[src/core/adc_seq_pkg.sv]
/*
 * constants, register map and carrier types of the conversion sequencer.
 * assumes a 32-bit classic wishbone register bus and an analog core on clk_i.
 */
package adc_seq_pkg;
    // --------------------
    // sizes
    // --------------------
    localparam int NCH   = 16;
    localparam int NPAIR = 8;
    localparam int NEXT  = 8;
    localparam int NIRQ  = 8;
    localparam int RES_W = 12;

    // --------------------
    // register map, byte offsets inside one converter's page
    // --------------------
    localparam int          CONV_BIT   = 8;
    localparam logic [1:0]  RGN_MISC   = 2'h0;
    localparam logic [1:0]  RGN_CTL    = 2'h1;
    localparam logic [1:0]  RGN_RES    = 2'h2;
    localparam logic [7:0]  OFS_PAIR   = 8'h00;
    localparam logic [7:0]  OFS_PRIO   = 8'h04;
    localparam logic [7:0]  OFS_ITS_LO = 8'h08;
    localparam logic [7:0]  OFS_ITS_HI = 8'h0C;
    localparam logic [7:0]  OFS_IRQ_LO = 8'h10;
    localparam logic [7:0]  OFS_IRQ_HI = 8'h14;
    localparam logic [7:0]  OFS_STAT   = 8'h18;
    localparam logic [7:0]  OFS_CLR    = 8'h1C;
    localparam logic [31:0] CTL_MASK   = 32'h0000_1FFF;

    // --------------------
    // field codes
    // --------------------
    localparam logic [1:0] ITS_IRQ1       = 2'h1;
    localparam logic [1:0] ITS_IRQ2       = 2'h2;
    localparam int         IRQ_FIRST      = 0;
    localparam int         IRQ_SECOND     = 1;
    localparam logic [3:0] SEL_B_BASE     = 4'h6;
    localparam logic [3:0] GROUP_A_INPUTS = 4'h6;
    localparam logic [2:0] LOW_REFERENCE  = 3'h6;
    localparam logic [5:0] WIN_MIN_M1     = 6'h06;

    // --------------------
    // carriers
    // --------------------
    typedef struct packed {
        logic [18:0] rsvd;
        logic [5:0]  window;
        logic [2:0]  trig;
        logic [3:0]  sel;
    } channel_control_t;

    typedef struct packed {
        logic [2:0] rsvd;
        logic       en;
        logic [3:0] ch;
    } irq_src_t;

    typedef struct packed {
        logic       sh_a;
        logic       sh_b;
        logic [2:0] sel_a;
        logic [2:0] sel_b;
        logic       start;
    } adc_req_t;

    typedef struct packed {
        logic             done;
        logic [RES_W-1:0] res_a;
        logic [RES_W-1:0] res_b;
    } adc_rsp_t;

    typedef enum logic [1:0] {
        ST_IDLE   = 2'b00,
        ST_SAMPLE = 2'b01,
        ST_CONV   = 2'b10,
        ST_WRITE  = 2'b11
    } seq_state_t;
endpackage : adc_seq_pkg

[src/core/adc_conversion_sequencer.sv]
/*
 * conversion sequencer for two 12-bit converters with a wishbone slave.
 * assumes triggers and the analog core run on clk_i; results come with done.
 */
// Decided for this implementation: the register addresses and the Wishbone interface to the registers.
// Behaviour
// (RQ1) two converters, twelve-bit results each
// (RQ2) sixteen channels with own control, result
// (RQ3) pair bit n governs channels 2n, 2n+1
// (RQ4) sequential channel uses only own control
// (RQ5) simultaneous pair: even control, odd ignored
// (RQ6) pair shares trigger, window; two results
// (RQ7) any mix of single channels and pairs
// (RQ8) eight external triggers per converter
// (RQ9) two internal triggers from interrupts
// (RQ10) internal trigger select per channel
// (RQ11) trigger field picks external trigger
// (RQ12) one conversion at a time
// (RQ13) priority register orders pending channels
// (RQ14) group A mux picks six inputs
// (RQ15) group B adds low reference input
// (RQ16) sample-and-hold uses channel's window
// (RQ17) results open to all, config restricted
// (RQ18) channel completions routed to eight interrupts
// (RQ19) triggers latched pending until granted
// (RQ20) result written before its interrupt
`timescale 1ns/10ps
`default_nettype none

module conv_sequencer
    import adc_seq_pkg::*;
(
    // clock and reset
    input  wire logic                       clk_i,
    input  wire logic                       rst_i,
    input  wire logic                       tick_i,
    // configuration
    input  wire logic [NPAIR-1:0]           pair_mode_i,
    input  wire logic                       rr_i,
    input  wire logic [2*NCH-1:0]           its_i,
    input  wire irq_src_t [NIRQ-1:0]        irq_src_i,
    input  wire channel_control_t [NCH-1:0] ctl_i,
    // triggers and analog core
    input  wire logic [NEXT-1:0]            ext_trig_i,
    input  wire adc_rsp_t                   rsp_i,
    output adc_req_t                        req_o,
    // results and state
    output logic [NCH-1:0][RES_W-1:0]       res_o,
    output logic [NCH-1:0]                  pend_o,
    output logic                            busy_o,
    output logic [NIRQ-1:0]                 irq_o
);
    seq_state_t                st_q, st_d;
    logic [3:0]                ch_q, ch_d, last_q, last_d;
    logic                      sim_q, sim_d, grpb_q, grpb_d, busy_q, busy_d;
    logic [5:0]                cnt_q, cnt_d;
    logic [NEXT-1:0]           ext_prev_q;
    logic [NEXT-1:0]           ext_rise;
    logic [NCH-1:0]            pend_q, pend_d, hit, clr, odd_mask;
    logic [NIRQ-1:0]           irq_q, irq_d;
    adc_req_t                  req_q, req_d;
    logic [NCH-1:0][RES_W-1:0] res_q, res_d;
    logic [3:0]                pick, idx, start;
    logic                      found;
    channel_control_t          c;

    assign ext_rise = ext_trig_i & ~ext_prev_q;

    always_comb begin
        st_d   = st_q;
        ch_d   = ch_q;
        last_d = last_q;
        sim_d  = sim_q;
        grpb_d = grpb_q;
        cnt_d  = cnt_q;
        res_d  = res_q;
        req_d  = req_q;
        req_d.start = 1'b0;
        irq_d  = '0;
        clr    = '0;
        c      = ctl_i[0];
        // --------------------
        // trigger decode
        // --------------------
        for (int i = 0; i < NCH; i++) begin
            hit[i]      = 1'b0;
            // (RQ3) pair bit covers both
            odd_mask[i] = pair_mode_i[i/2] && (i % 2 == 1);
            if (!odd_mask[i]) begin
                // (RQ10) internal or external source
                case (its_i[2*i +: 2])
                    // (RQ9) interrupt driven trigger
                    ITS_IRQ1: hit[i] = irq_q[IRQ_FIRST];
                    ITS_IRQ2: hit[i] = irq_q[IRQ_SECOND];
                    // (RQ8) (RQ11) external trigger pick
                    default:  hit[i] = ext_rise[ctl_i[i].trig];
                endcase
            end
        end
        // --------------------
        // arbiter
        // --------------------
        // (RQ13) fixed or rotating order
        start = rr_i ? last_q + 4'h1 : 4'h0;
        found = 1'b0;
        pick  = start;
        for (int k = 0; k < NCH; k++) begin
            idx = start + 4'(k);
            if (!found && pend_q[idx]) begin
                found = 1'b1;
                pick  = idx;
            end
        end
        // --------------------
        // conversion sequence
        // --------------------
        case (st_q)
            // (RQ12) one conversion at a time
            ST_IDLE: begin
                if (found) begin
                    c        = ctl_i[pick];
                    ch_d     = pick;
                    last_d   = pick;
                    clr[pick] = 1'b1;
                    // (RQ7) mode per pair
                    sim_d    = pair_mode_i[pick/2];
                    grpb_d   = c.sel >= SEL_B_BASE;
                    // (RQ16) programmed sample window
                    cnt_d    = (c.window < WIN_MIN_M1) ? WIN_MIN_M1 : c.window;
                    req_d       = '0;
                    if (pair_mode_i[pick/2]) begin
                        // (RQ5) (RQ6) even control drives both
                        req_d.sel_a = (c.sel < GROUP_A_INPUTS) ? c.sel[2:0] : '0;
                        req_d.sel_b = (c.sel > 4'(LOW_REFERENCE)) ? LOW_REFERENCE
                                                                   : c.sel[2:0];
                        req_d.sh_a  = 1'b1;
                        req_d.sh_b  = 1'b1;
                    end else if (c.sel >= SEL_B_BASE) begin
                        // (RQ4) (RQ15) group B with low reference
                        req_d.sel_b = 3'(c.sel - SEL_B_BASE);
                        req_d.sh_b  = 1'b1;
                    end else begin
                        // (RQ14) group A input
                        req_d.sel_a = c.sel[2:0];
                        req_d.sh_a  = 1'b1;
                    end
                    st_d = ST_SAMPLE;
                end
            end
            ST_SAMPLE: begin
                if (tick_i) begin
                    if (cnt_q == '0) begin
                        req_d.sh_a  = 1'b0;
                        req_d.sh_b  = 1'b0;
                        req_d.start = 1'b1;
                        st_d        = ST_CONV;
                    end else begin
                        cnt_d = cnt_q - 6'h01;
                    end
                end
            end
            ST_CONV: begin
                if (rsp_i.done) begin
                    // (RQ2) (RQ6) results to own registers
                    if (sim_q) begin
                        res_d[ch_q]        = rsp_i.res_a;
                        res_d[ch_q | 4'h1] = rsp_i.res_b;
                    end else begin
                        res_d[ch_q] = grpb_q ? rsp_i.res_b : rsp_i.res_a;
                    end
                    st_d = ST_WRITE;
                end
            end
            ST_WRITE: begin
                // (RQ18) (RQ20) interrupt after result edge
                for (int j = 0; j < NIRQ; j++) begin
                    if (irq_src_i[j].en && (irq_src_i[j].ch == ch_q ||
                        (sim_q && irq_src_i[j].ch == (ch_q | 4'h1))))
                        irq_d[j] = 1'b1;
                end
                st_d = ST_IDLE;
            end
            default: st_d = ST_IDLE;
        endcase
        // (RQ19) new trigger wins over grant clear
        pend_d = (pend_q & ~clr & ~odd_mask) | hit;
        busy_d = st_d != ST_IDLE;
    end

    always_ff @(posedge clk_i) begin
        if (rst_i) begin
            st_q       <= ST_IDLE;
            ch_q       <= '0;
            last_q     <= '0;
            sim_q      <= 1'b0;
            grpb_q     <= 1'b0;
            busy_q     <= 1'b0;
            cnt_q      <= '0;
            ext_prev_q <= '0;
            pend_q     <= '0;
            irq_q      <= '0;
            req_q      <= '0;
            res_q      <= '0;
        end else begin
            st_q       <= st_d;
            ch_q       <= ch_d;
            last_q     <= last_d;
            sim_q      <= sim_d;
            grpb_q     <= grpb_d;
            busy_q     <= busy_d;
            cnt_q      <= cnt_d;
            ext_prev_q <= ext_trig_i;
            pend_q     <= pend_d;
            irq_q      <= irq_d;
            req_q      <= req_d;
            res_q      <= res_d;
        end
    end

    assign req_o  = req_q;
    assign res_o  = res_q;
    assign pend_o = pend_q;
    assign busy_o = busy_q;
    assign irq_o  = irq_q;
endmodule : conv_sequencer

module adc_conversion_sequencer
    import adc_seq_pkg::*;
#(
    parameter int NCONV   = 2,
    parameter int ADC_DIV = 4
) (
    // clock and reset
    input  wire logic                        clk_i,
    input  wire logic                        rst_i,
    // wishbone slave
    input  wire logic                        wb_cyc_i,
    input  wire logic                        wb_stb_i,
    input  wire logic                        wb_we_i,
    input  wire logic [9:0]                  wb_adr_i,
    input  wire logic [3:0]                  wb_sel_i,
    input  wire logic [31:0]                 wb_dat_i,
    input  wire logic                        cfg_master_i,
    output logic [31:0]                      wb_dat_o,
    output logic                             wb_ack_o,
    // converters
    input  wire logic [NCONV-1:0][NEXT-1:0]  ext_trig_i,
    input  wire adc_rsp_t [NCONV-1:0]        adc_rsp_i,
    output adc_req_t [NCONV-1:0]             adc_req_o,
    output logic [NCONV-1:0][NIRQ-1:0]       eoc_irq_o
);
    logic [NCONV-1:0][NPAIR-1:0]                pair_q, pair_d;
    logic [NCONV-1:0]                           prio_q, prio_d;
    logic [NCONV-1:0][2*NCH-1:0]                its_q, its_d;
    irq_src_t [NCONV-1:0][NIRQ-1:0]             isrc_q, isrc_d;
    channel_control_t [NCONV-1:0][NCH-1:0]      ctl_q, ctl_d;
    logic [NCONV-1:0][NIRQ-1:0]                 flag_q, flag_d, irq_w;
    logic [NCONV-1:0][NCH-1:0][RES_W-1:0]       res_w;
    logic [NCONV-1:0][NCH-1:0]                  pend_w;
    logic [NCONV-1:0]                           busy_w;
    logic [31:0]                                dat_q, dat_d, wv;
    logic                                       ack_q, ack_d, acc, wr;
    logic [$clog2(ADC_DIV)-1:0]                 div_q, div_d;
    logic                                       tick_q, tick_d;
    logic                                       cs;
    logic [7:0]                                 ofs;
    logic [3:0]                                 ri;

    function automatic logic [31:0] wmerge(input logic [31:0] o, input logic [31:0] n,
                                           input logic [3:0] s);
        logic [31:0] r;
        r = o;
        for (int b = 0; b < 4; b++)
            if (s[b]) r[8*b +: 8] = n[8*b +: 8];
        return r;
    endfunction : wmerge

    // --------------------
    // converters
    // --------------------
    // (RQ1) one sequencer per converter
    for (genvar g = 0; g < NCONV; g++) begin : g_conv
        conv_sequencer u_seq (
            .clk_i       (clk_i),
            .rst_i       (rst_i),
            .tick_i      (tick_q),
            .pair_mode_i (pair_q[g]),
            .rr_i        (prio_q[g]),
            .its_i       (its_q[g]),
            .irq_src_i   (isrc_q[g]),
            .ctl_i       (ctl_q[g]),
            .ext_trig_i  (ext_trig_i[g]),
            .rsp_i       (adc_rsp_i[g]),
            .req_o       (adc_req_o[g]),
            .res_o       (res_w[g]),
            .pend_o      (pend_w[g]),
            .busy_o      (busy_w[g]),
            .irq_o       (irq_w[g])
        );
    end

    // --------------------
    // register file
    // --------------------
    always_comb begin
        acc    = wb_cyc_i && wb_stb_i && !ack_q;
        wr     = acc && wb_we_i && cfg_master_i;
        cs     = wb_adr_i[CONV_BIT] && (NCONV > 1);
        ofs    = wb_adr_i[7:0];
        ri     = ofs[5:2];
        ack_d  = acc;
        dat_d  = dat_q;
        pair_d = pair_q;
        prio_d = prio_q;
        its_d  = its_q;
        isrc_d = isrc_q;
        ctl_d  = ctl_q;
        div_d  = (div_q == $bits(div_q)'(ADC_DIV - 1)) ? '0 : div_q + 1'b1;
        tick_d = div_q == '0;
        wv     = '0;
        // sticky flags, a new event wins over the clear
        for (int v = 0; v < NCONV; v++) begin
            flag_d[v] = flag_q[v];
            if (wr && ofs == OFS_CLR && cs == v[0])
                flag_d[v] = flag_q[v] & ~wb_dat_i[NIRQ-1:0];
            flag_d[v] = flag_d[v] | irq_w[v];
        end
        if (acc) begin
            case (ofs[7:6])
                RGN_MISC: case (ofs)
                    OFS_PAIR:   wv = {24'h0, pair_q[cs]};
                    OFS_PRIO:   wv = {31'h0, prio_q[cs]};
                    OFS_ITS_LO: wv = {16'h0, its_q[cs][15:0]};
                    OFS_ITS_HI: wv = {16'h0, its_q[cs][31:16]};
                    OFS_IRQ_LO: wv = isrc_q[cs][3:0];
                    OFS_IRQ_HI: wv = isrc_q[cs][7:4];
                    OFS_STAT:   wv = {flag_q[cs], 7'h0, busy_w[cs], pend_w[cs]};
                    default:    wv = '0;
                endcase
                RGN_CTL: wv = ctl_q[cs][ri];
                RGN_RES: wv = {20'h0, res_w[cs][ri]};
                default: wv = '0;
            endcase
            // (RQ17) results open, configuration only to control side
            dat_d = (cfg_master_i || ofs[7:6] == RGN_RES) ? wv : '0;
            if (wr) begin
                wv = wmerge(wv, wb_dat_i, wb_sel_i);
                case (ofs[7:6])
                    RGN_MISC: case (ofs)
                        OFS_PAIR:   pair_d[cs] = wv[NPAIR-1:0];
                        OFS_PRIO:   prio_d[cs] = wv[0];
                        OFS_ITS_LO: its_d[cs][15:0] = wv[15:0];
                        OFS_ITS_HI: its_d[cs][31:16] = wv[15:0];
                        OFS_IRQ_LO: isrc_d[cs][3:0] = wv;
                        OFS_IRQ_HI: isrc_d[cs][7:4] = wv;
                        default: ;
                    endcase
                    RGN_CTL: ctl_d[cs][ri] = channel_control_t'(wv & CTL_MASK);
                    default: ;
                endcase
            end
        end
    end

    always_ff @(posedge clk_i) begin
        if (rst_i) begin
            pair_q <= '0;
            prio_q <= '0;
            its_q  <= '0;
            isrc_q <= '0;
            ctl_q  <= '0;
            flag_q <= '0;
            dat_q  <= '0;
            ack_q  <= 1'b0;
            div_q  <= '0;
            tick_q <= 1'b0;
        end else begin
            pair_q <= pair_d;
            prio_q <= prio_d;
            its_q  <= its_d;
            isrc_q <= isrc_d;
            ctl_q  <= ctl_d;
            flag_q <= flag_d;
            dat_q  <= dat_d;
            ack_q  <= ack_d;
            div_q  <= div_d;
            tick_q <= tick_d;
        end
    end

    assign wb_dat_o  = dat_q;
    assign wb_ack_o  = ack_q;
    assign eoc_irq_o = irq_w;
endmodule : adc_conversion_sequencer

`default_nettype wire

[config.mk]
export PLATFORM = sky130hd
export DESIGN_NAME = adc_conversion_sequencer
export DESIGN_NICKNAME = d
export VERILOG_FILES = /design/src/core/adc_seq_pkg.sv /design/src/core/adc_conversion_sequencer.sv
export SDC_FILE = /design/constraint.sdc
export NUM_CORES = 2
export LEC_CHECK = 0
export ABC_AREA = 0
export BUFFER_PORTS_ARGS = -buffer_cell sky130_fd_sc_hd__buf_2
export CORE_MARGIN = 2
export CORE_UTILIZATION = 48
export CTS_CLUSTER_SIZE = 24
export DETAILED_ROUTE_END_ITERATION = 10
export HOLD_SLACK_MARGIN = 0.03
export PLACE_DENSITY = 0.68
export SKIP_CTS_REPAIR_TIMING = 1
export SLEW_MARGIN = 10
export SYNTH_ARGS = -nofsm -noshare
export SYNTH_HDL_FRONTEND = slang
export SYNTH_SLANG_ARGS = --single-unit
[constraint.sdc]
create_clock -name clk_i -period 10.35 [get_ports clk_i]
set_input_delay 1.5525 -clock clk_i [delete_from_list [all_inputs] [get_ports clk_i]]
set_output_delay 1.5525 -clock clk_i [all_outputs]
set_load 0.01 [all_outputs]
==> flow_summary.ini <==
[status]
outcome = completed

[critical_path]
critPathMaxFanout = 23
cp.arrival_ns = 9.46
critPathSlowestCell = and2_2
critical-path-max-stage-delay_ns = 0.67
cpMostUsedCell = nand2_1
regToRegSetupSlack_ns = 1.57
end_kind = flop
r2r-start = g_conv[1].u_seq.ch_q[1]
reg2regPathDepth = 23
cp-start-kind = flop
crit_type = flop to flop
path_cells = buf_4, ha_1, nor2b_1, o21ai_4, inv_2, ha_1, nand2b_1, a211oi_1, nor2_1, nand2_1, a41oi_1, nand3_1, nor4_2, nand2_1, nand3_1, and2_2, buf_4, mux4_2, a22oi_1, nand2_1, a21oi_2, xor2_1, o41ai_1
r2r_end = g_conv[1].u_seq.req_o[1]
worstPathRequired_ns = 11.04

[route]
ant_nets = 0
drtIter0Drc = 9594
wl_met3_um = 32900
routed_wl_um = 266000
vias = 61900
wl_met2_um = 115000
routed.top_layer = met5
drc = 0
wire_per_inst_um = 28.9
dr.pass1.iters = 10
routedLengthMet1_um = 96900
vias_per_cell = 6.71

[clock_tree]
cts.path.max_buffers = 3
clk_latency_ns = 0.81
cts_inserted_buffers = 130
clock_sinks = 1174
cts_tree = built
cts_max_level = 4
clkSlewWorstSetupHoldPaths_ns = 0.07
cts_root_buf = clkbuf_16

[yosys]
synth_seq_area_share_pct = 36.5
postSynthCellCount = 7508
ys.flop_type = dfxtp_1
syn_area_mm2 = 0.0645
synthArstFlopShare_pct = 0
syn_nets = 7716
ys_types = 102
synth_area_per_cell_um2 = 8.59
synth_edf_count = 0
yosysWarnings = 0
ys_ff_latch = 1174

[floorplanning]
initial_core_util_pct = 48.3
die_area_mm2 = 0.137
ios = 185
rows = 134
core_mm2 = 0.133
fp.dieW_um = 370
dieHeight_um = 370

[worst_hold_path]
min-delay-start = isrc_q[5]
hold_path_depth = 2
hp-class = flop to flop
min_to = isrc_q[5]

[power]
p_switching_mw = 3.46
p_leak_nw = 23.4
internal-power_mw = 7.96
switching_share_pct = 30.3
power_frac_seq_pct = 40.7
combPwrFrac_pct = 16.7
power_density_mw_per_mm2 = 161
pwr-share-clk_pct = 42.6
irDropWorstVdd_mv = 0.196

[placement]
dp_cells = 8982
port_buffers = 183
gp_congestion = 1.02
hpwlAfterDp_um = 182000
place_area_mm2 = 0.0667

[sta]
finalHoldViolations = 0
fin_worst_skew_ns = 0.0490
tns_ns = 0
rsz0062_at_grt = false
slew_headroom_pct = 4.80
post-route-period-util_pct = 84.8
tightest_slew_ns = 1.42
slew_violations = 0
min_period_ns = 8.78
clock.fmax_mhz = 114
finalSetupViolCount = 0

[global_routing]
grt_pass1_vias = 56800
antenna_found_initial = 12
grt_pass1_wl_um = 385000
grt_max_degree = 210
grt.total_usage_pct = 37.8
gr-total-overflow = 0

[layout]
stdcell_count = 9220
postLayoutCellArea_mm2 = 0.0711
num-nets-final = 7555
final_common_cell = dfxtp_1
mostFrequentLayoutCells = 1172 x dfxtp_1, 1142 x nand2_1, 1072 x nor2_1, 742 x a21oi_1, 533 x a211oi_1
syn2layout_area_growth_pct = 10.3
layout-drive-gt1-share_pct = 14.6

[job]
cap_violations = 0
-- cell families after synthesis --
logic type	after synthesis	share of synthesized area (%)
DFF	1174	36.5
buffers and inverters	756	4.57
xor gates and xnor gates	74	1.04
muxes	723	18.6
AOI/OAI and AO/OA	2057	20.9
and+or+nand+nor	2634	16.7
adders and majority gates	90	1.75
-- worst max-delay path, delay by kind of cell, from the launching register on --
kind	cells	cell delay [ns]
compound gates	6	2.12
xor+xnor	1	0.12
fa+ha+maj	2	0.87
buf+inv	3	1.15
flops	1	0.34
mux	1	0.54
simple gates	10	3.46
-- per-stage QoR --
step	worst slack, ns	util, %	power (mW)	hold slack, ns
final	1.57	53.3	11.4	0.461
after global routing	1.14	53.3	11.7	0.480
after CTS	1.89	53.3	11.3	0.457
after detailed placement	1.91	49.9	6.57	0.449
after global placement	2.02	49.9	6.55	0.439
after floorplan	4.01	-	5.87	0.429
-- power by group through the flow --
stage | logic [mW] | clock network, mW | registers [mW]
6_report | 1.90 | 4.87 | 4.65
5_1_grt | 1.97 | 5.06 | 4.65
4_1_cts | 1.83 | 4.87 | 4.64
3_5_place_dp | 1.82 | 0 | 4.74
3_3_place_gp | 1.81 | 0 | 4.74
2_1_floorplan | 1.17 | 0 | 4.71
-- flip-flops by register name, indices dropped and copies added, names as in the netlist, 4 cells and up --
register,flops
g_conv.u_seq.req_o,18
wb_dat_o,32
g_conv.u_seq.pend_o,32
g_conv.u_seq.st_q,4
g_conv.u_seq.cnt_q,12
its_q,64
g_conv.u_seq.ext_prev_q,16
flag_q,16
g_conv.u_seq.res_o,384
g_conv.u_seq.ch_q,8
ctl_q,416
pair_q,16
isrc_q,128
g_conv.u_seq.irq_o,16
-- how the worst max path moves through the flow --
stage                            start                  endpoint  slack, ns
2_1_floorplan  g_conv[0].u_seq.ch_q[1]  g_conv[0].u_seq.cnt_q[0]       4.01
3_3_place_gp   g_conv[0].u_seq.ch_q[0]  g_conv[0].u_seq.req_o[1]       2.02
3_5_place_dp   g_conv[0].u_seq.ch_q[0]  g_conv[0].u_seq.req_o[1]       1.91
4_1_cts        g_conv[1].u_seq.ch_q[1]  g_conv[1].u_seq.req_o[1]       1.89
5_1_grt        g_conv[1].u_seq.ch_q[0]  g_conv[1].u_seq.req_o[1]       1.14
6_report       g_conv[1].u_seq.ch_q[1]  g_conv[1].u_seq.req_o[1]       1.57
-- final cells by class --
| type | instances | area [um^2] |
|---|---|---|
| tap | 1768 | 2210 |
| timing repair buffer | 347 | 2230 |
| antenna | 6 | 15.0 |
| fill | 12200 | 62400 |
| inverter | 116 | 435 |
| sequential | 1174 | 23500 |
| clock inverter | 35 | 528 |
| multi-input combinational | 5578 | 38300 |
| clock buffer | 196 | 3890 |
-- synth_stat cells, drive strengths merged, types with 28 or more instances --
cell type  instances  area, um^2
a211oi           536        4040
a21boi            46         345
a21oi            746        3740
a221oi            41         365
a22o              37         324
a22oi            166        1250
a31oi             47         294
and2              28         175
buf              111         528
clkbuf           529        1990
dfxtp           1174       23500
ha                90        1130
inv              113         424
mux2              71         800
mux2i            280        2820
mux4             372        8380
nand2           1145        4310
nand2b            44         275
nand3             64         325
nor2            1093        4110
nor2b             55         344
nor3             108         556
o21ai            188         956
xnor2             39         364
xor2              35         307
-- layer usage --
| metal | GRT usage, % | vias to the layer above |
|---|---|---|
| met1 | 47.5 | 29700 |
| li1 | - | 26900 |
| met4 | 25.8 | 10 |
| met3 | 10.5 | 1023 |
| met2 | 56.4 | 4270 |
| met5 | 0 | - |
Note: power is estimated with default switching activity, not from simulation.
